==> src/ctp_pkg.sv <==
// constants and types shared by the cascadable timer block
package ctp_pkg;

  // ---------------------------------------------------------------
  // source clock select codes
  // ---------------------------------------------------------------
  localparam logic [2:0] CTP_SEL_DIV11 = 3'h0; // fc/2^11, or fs/2^3
  localparam logic [2:0] CTP_SEL_DIV7  = 3'h1; // fc/2^7
  localparam logic [2:0] CTP_SEL_DIV5  = 3'h2; // fc/2^5
  localparam logic [2:0] CTP_SEL_DIV3  = 3'h3; // fc/2^3
  localparam logic [2:0] CTP_SEL_FS    = 3'h4; // low freq clock
  localparam logic [2:0] CTP_SEL_DIV1  = 3'h5; // fc/2
  localparam logic [2:0] CTP_SEL_FC    = 3'h6; // fc

  // ---------------------------------------------------------------
  // divider tap positions and widths
  // ---------------------------------------------------------------
  localparam int CTP_PRE_W    = 11;  // high freq prescaler width
  localparam int CTP_FS_PRE_W = 3;   // low freq prescaler width
  localparam int CTP_TAP_11   = 11;
  localparam int CTP_TAP_7    = 7;
  localparam int CTP_TAP_5    = 5;
  localparam int CTP_TAP_3    = 3;
  localparam int CTP_TAP_1    = 1;

  // ---------------------------------------------------------------
  // counter layout and reset values
  // ---------------------------------------------------------------
  localparam int          CTP_CNT_W      = 16;
  localparam logic [7:0]  CTP_PWM_TOP    = 8'hff; // 8-bit wrap point
  localparam logic [7:0]  CTP_PW_RST     = 8'h00;
  localparam logic [15:0] CTP_PERIOD_RST = 16'h0000;
  localparam logic [15:0] CTP_CNT_RST    = 16'h0000;
  localparam logic        CTP_FF_RST     = 1'b0;

  // operating mode of the pair
  typedef enum logic {CTP_MODE_PWM8, CTP_MODE_TIMER16} ctp_mode_t;

endpackage

==> src/ctp_clk_if.sv <==
// source clock selection link between timer core and prescaler
`timescale 1ns/1ps
`default_nettype none

interface ctp_clk_if;
  import ctp_pkg::*;
  logic [2:0] sel;      // source clock select code
  logic       slow;     // slow or sleep power mode
  logic       div_sel;  // divider clock select
  ctp_mode_t  mode;     // limits the legal choices
  logic       tick;     // one-cycle source clock event

  modport timer (output sel, output slow, output div_sel, output mode,
                 input tick);
  modport pscl  (input sel, input slow, input div_sel, input mode,
                 output tick);
endinterface

`default_nettype wire

==> src/ctp_prescaler.sv <==
// source clock prescaler: divided high and low freq tick select
`timescale 1ns/1ps
`default_nettype none

module ctp_prescaler
  import ctp_pkg::*;
(
  input  wire logic clk_sys_in,
  input  wire logic rst_n_in,
  input  wire logic fs_clk_in,   // raw low freq clock from its pin
  ctp_clk_if.pscl   clk_if
);

  logic [CTP_PRE_W-1:0]    pre_ff;
  logic [CTP_PRE_W-1:0]    nxt_pre;
  logic [CTP_FS_PRE_W-1:0] fs_pre_ff;
  logic                    fs_meta_ff;
  logic                    fs_sync_ff;
  logic                    fs_last_ff;
  logic                    fs_rise;
  logic                    fs_div3;
  logic                    tick_fast;
  logic                    tick_slow;

  // ---------------------------------------------------------------
  // tap decode: a tap ticks when all its lower bits roll over
  // ---------------------------------------------------------------
  function automatic logic tap_roll(input logic [CTP_PRE_W-1:0] v,
                                    input int n);
    logic r;
    r = 1'b1;
    for (int i = 0; i < CTP_PRE_W; i++)
    begin
      if (i < n)
      begin
        r = r & v[i];
      end
    end
    return r;
  endfunction

  assign nxt_pre = pre_ff + {{(CTP_PRE_W-1){1'b0}}, 1'b1};
  assign fs_rise = fs_sync_ff & ~fs_last_ff;
  assign fs_div3 = fs_rise & (&fs_pre_ff);

  // normal/idle choices; slow/sleep offers only the fs sources
  assign tick_fast =
    (clk_if.sel == CTP_SEL_DIV11) ?
      (clk_if.div_sel ? fs_div3 : tap_roll(pre_ff, CTP_TAP_11)) :
    (clk_if.sel == CTP_SEL_DIV7)  ? tap_roll(pre_ff, CTP_TAP_7) :
    (clk_if.sel == CTP_SEL_DIV5)  ? tap_roll(pre_ff, CTP_TAP_5) :
    (clk_if.sel == CTP_SEL_DIV3)  ? tap_roll(pre_ff, CTP_TAP_3) :
    (clk_if.sel == CTP_SEL_FS)    ? fs_rise :
    (clk_if.sel == CTP_SEL_DIV1)  ? tap_roll(pre_ff, CTP_TAP_1) :
    (clk_if.sel == CTP_SEL_FC)    ? 1'b1 : 1'b0;              // see [RL13]
  assign tick_slow =
    (clk_if.sel == CTP_SEL_DIV11) ? fs_div3 :
    (clk_if.sel == CTP_SEL_FS)    ? fs_rise : 1'b0;           // see [RL13]

  // ---------------------------------------------------------------
  // prescalers and low freq synchroniser
  // ---------------------------------------------------------------
  always_ff @(posedge clk_sys_in)
  begin
    if (!rst_n_in)
    begin
      pre_ff     <= '0;
      fs_pre_ff  <= '0;
      fs_meta_ff <= 1'b0;
      fs_sync_ff <= 1'b0;
      fs_last_ff <= 1'b0;
    end
    else
    begin
      pre_ff     <= nxt_pre;
      fs_meta_ff <= fs_clk_in;
      fs_sync_ff <= fs_meta_ff;
      fs_last_ff <= fs_sync_ff;
      if (fs_rise)
      begin
        fs_pre_ff <= fs_pre_ff + {{(CTP_FS_PRE_W-1){1'b0}}, 1'b1};
      end
    end
  end

  // timer mode only accepts the four divided sources
  always_comb
  begin
    if (clk_if.mode == CTP_MODE_TIMER16 && clk_if.sel > CTP_SEL_DIV3)
    begin
      clk_if.tick = 1'b0;                                     // see [RL20]
    end
    else if (clk_if.slow)
    begin
      clk_if.tick = tick_slow;
    end
    else
    begin
      clk_if.tick = tick_fast;
    end
  end

endmodule

`default_nettype wire

==> src/ctp_timer.sv <==
// cascadable timer pair: 8-bit pwm and 16-bit timer modes
//
// Summary of operation
// [RL1] pwm mode counts source clock; match with width inverts output flop
// [RL2] pwm overflow inverts flop again, clears counter, raises interrupt
// [RL3] flop start level loads from initial-value bit; reset clears it
// [RL4] pwm pin always drives inverse of the output flop
// [RL5] width written while running waits in shift stage until interrupt
// [RL6] width written while stopped becomes active straight away
// [RL7] width read returns the active value, not the pending one
// [RL8] software rewrites width right after interrupt, never coinciding
// [RL9] stopping the timer holds the pwm pin level
// [RL10] software changes initial-value bit only after the timer stopped
// [RL11] clear run bit, then clear initial-value bit drives pin high
// [RL12] software stops timer before entering stop power mode
// [RL13] pwm source is one of seven clocks; slow modes offer two
// [RL14] software sets the port output latch of the pwm pin to 1
// [RL15] timer mode cascades both counters into one 16-bit counter
// [RL16] once running, 16-bit match raises interrupt, clears, keeps counting
// [RL17] software writes period low byte then high byte, never one alone
// [RL18] software keeps initial-value bit at 0 in timer mode
// [RL19] timer mode period register is unbuffered, write acts at once
// [RL20] timer mode source limited to the four divided clocks
// [RL21] 8-bit pwm counter wraps 255 to 0, period 256 source clocks
`timescale 1ns/1ps
`default_nettype none

module ctp_timer
  import ctp_pkg::*;
(
  input  wire logic        CLK_SYS_IN,
  input  wire logic        RST_N_IN,
  input  wire logic        MODE_TIMER16_IN, // 0 = 8-bit pwm
  input  wire logic [2:0]  CLK_SEL_IN,
  input  wire logic        DIV_CLK_SEL_IN,  // divider clock select
  input  wire logic        SLOW_MODE_IN,    // slow or sleep power mode
  input  wire logic        LOW_FREQ_CLK_IN, // raw low freq clock pin
  input  wire logic        RUN_IN,          // timer run bit
  input  wire logic        FF_INIT_IN,      // flop initial-value bit
  input  wire logic        PW_WR_IN,
  input  wire logic [7:0]  PW_DATA_IN,
  input  wire logic        PERIOD_LO_WR_IN,
  input  wire logic        PERIOD_HI_WR_IN,
  input  wire logic [7:0]  PERIOD_DATA_IN,
  output logic      [7:0]  PW_RD_DATA_OUT,
  output logic      [15:0] PERIOD_RD_DATA_OUT,
  output logic      [15:0] COUNT_OUT,
  output logic             PWM_PIN_OUT,
  output logic             TIMER_IRQ_OUT
);

  ctp_clk_if clk_if ();

  logic [CTP_CNT_W-1:0] cnt_ff;
  logic [CTP_CNT_W-1:0] nxt_cnt;
  logic [CTP_CNT_W-1:0] cnt_inc;
  logic [7:0]           pw_shift_ff;
  logic [7:0]           pw_active_ff;
  logic [7:0]           nxt_pw_active;
  logic [15:0]          period_ff;
  logic                 out_ff;
  logic                 nxt_out;
  logic                 init_last_ff;
  logic                 pin_ff;
  logic                 irq_ff;
  logic                 tick;
  logic                 pwm_mode;
  logic                 pwm_ovf;
  logic                 pwm_match;
  logic                 tmr_match;
  logic                 irq_ev;
  logic                 init_chg;

  // ---------------------------------------------------------------
  // source clock prescaler
  // ---------------------------------------------------------------
  assign clk_if.sel     = CLK_SEL_IN;
  assign clk_if.slow    = SLOW_MODE_IN;
  assign clk_if.div_sel = DIV_CLK_SEL_IN;
  assign clk_if.mode    = MODE_TIMER16_IN ? CTP_MODE_TIMER16
                                          : CTP_MODE_PWM8;

  ctp_prescaler u_pscl (
    .clk_sys_in (CLK_SYS_IN),
    .rst_n_in   (RST_N_IN),
    .fs_clk_in  (LOW_FREQ_CLK_IN),
    .clk_if     (clk_if.pscl)
  );

  // ---------------------------------------------------------------
  // count events
  // ---------------------------------------------------------------
  assign tick      = RUN_IN & clk_if.tick;
  assign pwm_mode  = (clk_if.mode == CTP_MODE_PWM8);
  assign cnt_inc   = cnt_ff + {{(CTP_CNT_W-1){1'b0}}, 1'b1};
  assign pwm_ovf   = tick & pwm_mode
                   & (cnt_ff[7:0] == CTP_PWM_TOP);           // see [RL21]
  assign pwm_match = tick & pwm_mode & ~pwm_ovf
                   & (cnt_inc[7:0] == pw_active_ff);         // see [RL1]
  assign tmr_match = tick & ~pwm_mode
                   & (cnt_inc == period_ff);                 // see [RL16]
  assign irq_ev    = pwm_ovf | tmr_match;                    // see [RL2]
  assign init_chg  = ~RUN_IN & (FF_INIT_IN != init_last_ff);

  // next counter: pwm uses the low byte, timer the cascaded pair
  always_comb
  begin
    nxt_cnt = cnt_ff;
    if (!RUN_IN)
    begin
      nxt_cnt = CTP_CNT_RST;
    end
    else if (irq_ev)
    begin
      nxt_cnt = CTP_CNT_RST;                          // see [RL2] see [RL16]
    end
    else if (tick && pwm_mode)
    begin
      nxt_cnt = {8'h00, cnt_inc[7:0]};                        // see [RL1]
    end
    else if (tick)
    begin
      nxt_cnt = cnt_inc;                                      // see [RL15]
    end
  end

  // output flop: toggles on match and overflow; when stopped, holds unless the initial-value bit changes, then loads it
  always_comb
  begin
    nxt_out = out_ff;
    if (init_chg)
    begin
      nxt_out = FF_INIT_IN;                          // see [RL3] see [RL11]
    end
    else if (pwm_match || pwm_ovf)
    begin
      nxt_out = ~out_ff;                              // see [RL1] see [RL2]
    end
  end

  // active width: immediate when stopped, at interrupt when running
  always_comb
  begin
    nxt_pw_active = pw_active_ff;
    if (PW_WR_IN && !RUN_IN)
    begin
      nxt_pw_active = PW_DATA_IN;                             // see [RL6]
    end
    else if (pwm_ovf)
    begin
      nxt_pw_active = pw_shift_ff;                            // see [RL5]
    end
  end

  // ---------------------------------------------------------------
  // registers
  // ---------------------------------------------------------------
  // counter, output flop, pin and interrupt pulse
  always_ff @(posedge CLK_SYS_IN)
  begin
    if (!RST_N_IN)
    begin
      cnt_ff       <= CTP_CNT_RST;
      out_ff       <= CTP_FF_RST;                             // see [RL3]
      init_last_ff <= CTP_FF_RST;
      pin_ff       <= ~CTP_FF_RST;
      irq_ff       <= 1'b0;
    end
    else
    begin
      cnt_ff       <= nxt_cnt;
      out_ff       <= nxt_out;                                // see [RL9]
      init_last_ff <= FF_INIT_IN;
      pin_ff       <= ~nxt_out;                               // see [RL4]
      irq_ff       <= irq_ev;
    end
  end

  // width shift stage and active compare value
  // a write in the overflow cycle lands in the shift stage only
  always_ff @(posedge CLK_SYS_IN)
  begin
    if (!RST_N_IN)
    begin
      pw_shift_ff  <= CTP_PW_RST;
      pw_active_ff <= CTP_PW_RST;
    end
    else
    begin
      pw_active_ff <= nxt_pw_active;
      if (PW_WR_IN)
      begin
        pw_shift_ff <= PW_DATA_IN;                            // see [RL5]
      end
    end
  end

  // period compare: no shadow stage, a byte write acts at once
  // a lone byte write leaves the other half as it was
  always_ff @(posedge CLK_SYS_IN)
  begin
    if (!RST_N_IN)
    begin
      period_ff <= CTP_PERIOD_RST;
    end
    else
    begin
      if (PERIOD_LO_WR_IN)
      begin
        period_ff[7:0] <= PERIOD_DATA_IN;                     // see [RL19]
      end
      if (PERIOD_HI_WR_IN)
      begin
        period_ff[15:8] <= PERIOD_DATA_IN;                    // see [RL19]
      end
    end
  end

  // ---------------------------------------------------------------
  // outputs, all straight from flops
  // ---------------------------------------------------------------
  assign PW_RD_DATA_OUT     = pw_active_ff;                   // see [RL7]
  assign PERIOD_RD_DATA_OUT = period_ff;
  assign COUNT_OUT          = cnt_ff;
  assign PWM_PIN_OUT        = pin_ff;
  assign TIMER_IRQ_OUT      = irq_ff;

endmodule

`default_nettype wire

==> config.mk <==
export PLATFORM = sky130hd
export DESIGN_NAME = ctp_timer
export DESIGN_NICKNAME = d
export VERILOG_FILES = /design/src/ctp_pkg.sv /design/src/ctp_clk_if.sv /design/src/ctp_prescaler.sv /design/src/ctp_timer.sv
export SDC_FILE = /design/constraint.sdc
export NUM_CORES = 1
export LEC_CHECK = 0
export BUFFER_PORTS_ARGS = -buffer_cell sky130_fd_sc_hd__clkbuf_2
export CAP_MARGIN = 20
export CELL_PAD_IN_SITES_DETAIL_PLACEMENT = 1
export CELL_PAD_IN_SITES_GLOBAL_PLACEMENT = 1
export CORE_UTILIZATION = 46
export DETAILED_ROUTE_END_ITERATION = 7
export PLACE_DENSITY = 0.84
export SYNTH_ARGS = -nofsm -noshare
export SYNTH_HDL_FRONTEND = slang
export SYNTH_SLANG_ARGS = --single-unit
==> constraint.sdc <==
create_clock -name CLK_SYS_IN -period 3.4 [get_ports CLK_SYS_IN]
set_input_delay 0.51 -clock CLK_SYS_IN [delete_from_list [all_inputs] [get_ports CLK_SYS_IN]]
set_output_delay 0.51 -clock CLK_SYS_IN [all_outputs]
set_load 0.005 [all_outputs]
==> flow_summary.ini <==
[sta]
tightest_slew_ps = 631
fin_skew_ps = 11.5
fmax_ghz = 0.361
rsz0062_at_grt = no
slew_headroom = 0.578
fin_crit_ps = 2770
hold_viol_final = 0
slew_violations = 0
setup_viol_count_final = 0
period_share = 0.815
fin_ws_ps = 630
whs_ps = 378
fin_tns_setup_ps = 0

[clocking]
ctsHtreeMaxLevel = 3
numCtsBuffers = 9
cts_tree = built
clockBufferDepth = 2
cts_root_buffer = clkbuf_8
clock_latency_ps = 360
cts.sinks = 69
path_clk_slew_ps = 80
post_cts_resized = 0
post_cts_buffers = 0
ctsHoldBuffers = 0

[global_route]
grt_usage = 0.236
grt_pass1_vias = 3221
antenna_found_initial = 0
grt.overflow.total = 0
grt_pass1_wl_mm = 15.8
grt_max_degree = 35

[yosys]
synth_simple_gate_area_frac = 0.262
synth_top_area_frac = 0.354
syn_area_per_cell_um2 = 9.85
synth_edf_count = 0
synth_nets = 431
yosys_warnings = 0
synth_area_leaders = dfxtp_1, mux2i_1, xnor2_1
ys_types = 69
ys_seq_area_frac = 0.354
synth_mux_area_frac = 0.0924
synth_adder_area_share = 0.0160
syn-instance-count = 396
synth_flop_cell = dfxtp_1
synthArstFlopShare = 0
ys_ff_latch = 69
synth-xor-area-share = 0.125
synth_compound_area_frac = 0.115
synth_top_family_by_area = simple AND/OR/NAND/NOR gates
syn-cell-area_um2 = 3900
synth_largest_area_cell = dfxtp_1

[place]
post-dp-hpwl_mm = 7.48
io_buffers = 71
routabilityCongestion = 0.781
dp_slack_ps = 730

[route]
drt-wirelength-per-cell_um = 17.3
wl_mm = 9.78
dr.pass1.iters = 4
viasPerCell = 5.49
drc = 0
ant_nets = 0
first_iter_violations = 82
vias = 3110

[min_path]
hold_path_class = in2reg
min_path_cells = 2

[finish]
drive_gt1_frac = 0.247
fin_nets = 491
layout_commonest_cell = clkbuf_2
antenna_cells = 0
final_util = 0.544
layout_common_cells = clkbuf_2, dfxtp_1, mux2i_1
fillers = 943
area_growth_pct = 14.6

[die]
fp.dieArea_um2 = 8850
core_area_um2 = 8220
die_h_um = 94.1
num_rows = 33
io_pins = 72
die_x_um = 94.1
initial_core_util = 0.474

[setup_path]
rrSetupSlack_ps = 630
endpoint = COUNT_OUT[13]
r2r_cells = 7
path_class = reg2reg
worst_setup_path_start_kind = register
r2r-end = COUNT_OUT[13]
crit_start = COUNT_OUT[0]
cp.arrival_ps = 2990
end_kind = register
worstReg2RegStart = COUNT_OUT[0]
required_ps = 3620
cp_max_fo = 12

[power_and_ir_drop]
p_leak_uw = 0.00192
irDropWorstVdd_mv = 0.219
pwr_density_cell_nw_per_um2 = 394

[status]
status = completed

[job]
maxCapViolCount = 0
[final cells by class]
class	instances	area, µm²	share of cell area
inverter	4	15.0	0.00336
tap	105	131	0.0294
multi-input combinational	300	2380	0.533
clock buffer	9	124	0.0277
timing repair buffer	72	363	0.0812
sequential	69	1380	0.309
clock inverter	7	73.8	0.0165
[power breakdown]
part	total, µW	internal (µW)	switching [µW]
logic	212	104	108
registers	870	839	30.5
clock network	678	341	337
[layer usage]
metal	up-vias	share of wire	GRT usage
met5	-	0	0
met1	1532	0.45	0.278
met2	56	0.50	0.415
li1	1508	-	-
met3	14	0.033	0.0574
met4	0	0.015	0.0808
[worst min path at each step]
| stage | start | slack (ps) | end |
|---|---|---|---|
| finish | LOW_FREQ_CLK_IN | 380 | u_pscl.fs_meta_ff |
| global route | LOW_FREQ_CLK_IN | 370 | u_pscl.fs_meta_ff |
| CTS | LOW_FREQ_CLK_IN | 370 | u_pscl.fs_meta_ff |
| detailed placement | u_pscl.fs_meta_ff | 430 | u_pscl.fs_sync_ff |
| global placement | u_pscl.fs_meta_ff | 430 | u_pscl.fs_sync_ff |
| floorplan | u_pscl.fs_meta_ff | 410 | u_pscl.fs_sync_ff |
[critical path, stage by stage, from the launching register on]
cell and delay (ps):
dfxtp_1 500, ha_1 530, nand4_1 240, xnor2_1 200
nor3_1 410, nand4bb_4 190, o31ai_4 410, nor2_1 140
[flip-flops by register name, summed over array words and instances, names as in the netlist]
register and count:
u_pscl.fs_meta_ff 1, u_pscl.fs_sync_ff 1, u_pscl.fs_last_ff 1, COUNT_OUT 16
pw_shift_ff 8, TIMER_IRQ_OUT 1, PERIOD_RD_DATA_OUT 16, out_ff 1
u_pscl.pre_ff 11, PW_RD_DATA_OUT 8, u_pscl.fs_pre_ff 3, init_last_ff 1
PWM_PIN_OUT 1
[per-stage QoR]
step	total power [µW]	area (µm²)	cells
finish	1760	4470	566
global route	1840	4470	566
CTS	1780	4470	566
detailed placement	1100	4270	550
global placement	1090	4270	550
floorplan	1020	3900	396
[kinds of logic (layout without fill, tap and decap cells)]
group / after synthesis / in the layout
buffers and inverters: 27 / 92
AND/OR/NAND/NOR: 166 / 166
flip-flops: 69 / 69
AO/OA/AOI/OAI: 45 / 45
XOR/XNOR: 48 / 48
multiplexers: 36 / 36
adder cells (fa/ha/maj): 5 / 5
[synth_stat cells, types with 3 or more instances]
master and instances:
inv_1 4, nand2_1 23, and2_1 21, o211a_1 8, buf_4 3, nor4b_1 3
nor4_1 3, dfxtp_1 69, and3_1 5, nor3_1 7, nand2b_1 5, o21ai_0 3
ha_1 5, a21oi_1 4, nand4_1 6, mux2i_1 36, or3_1 4, clkbuf_1 11
xnor2_1 30, nor2_1 28, nor2b_1 31, nand3_1 10, xnor3_1 5, buf_2 7
o21a_1 3, xor2_1 13
(Power assumes the default switching activity.)
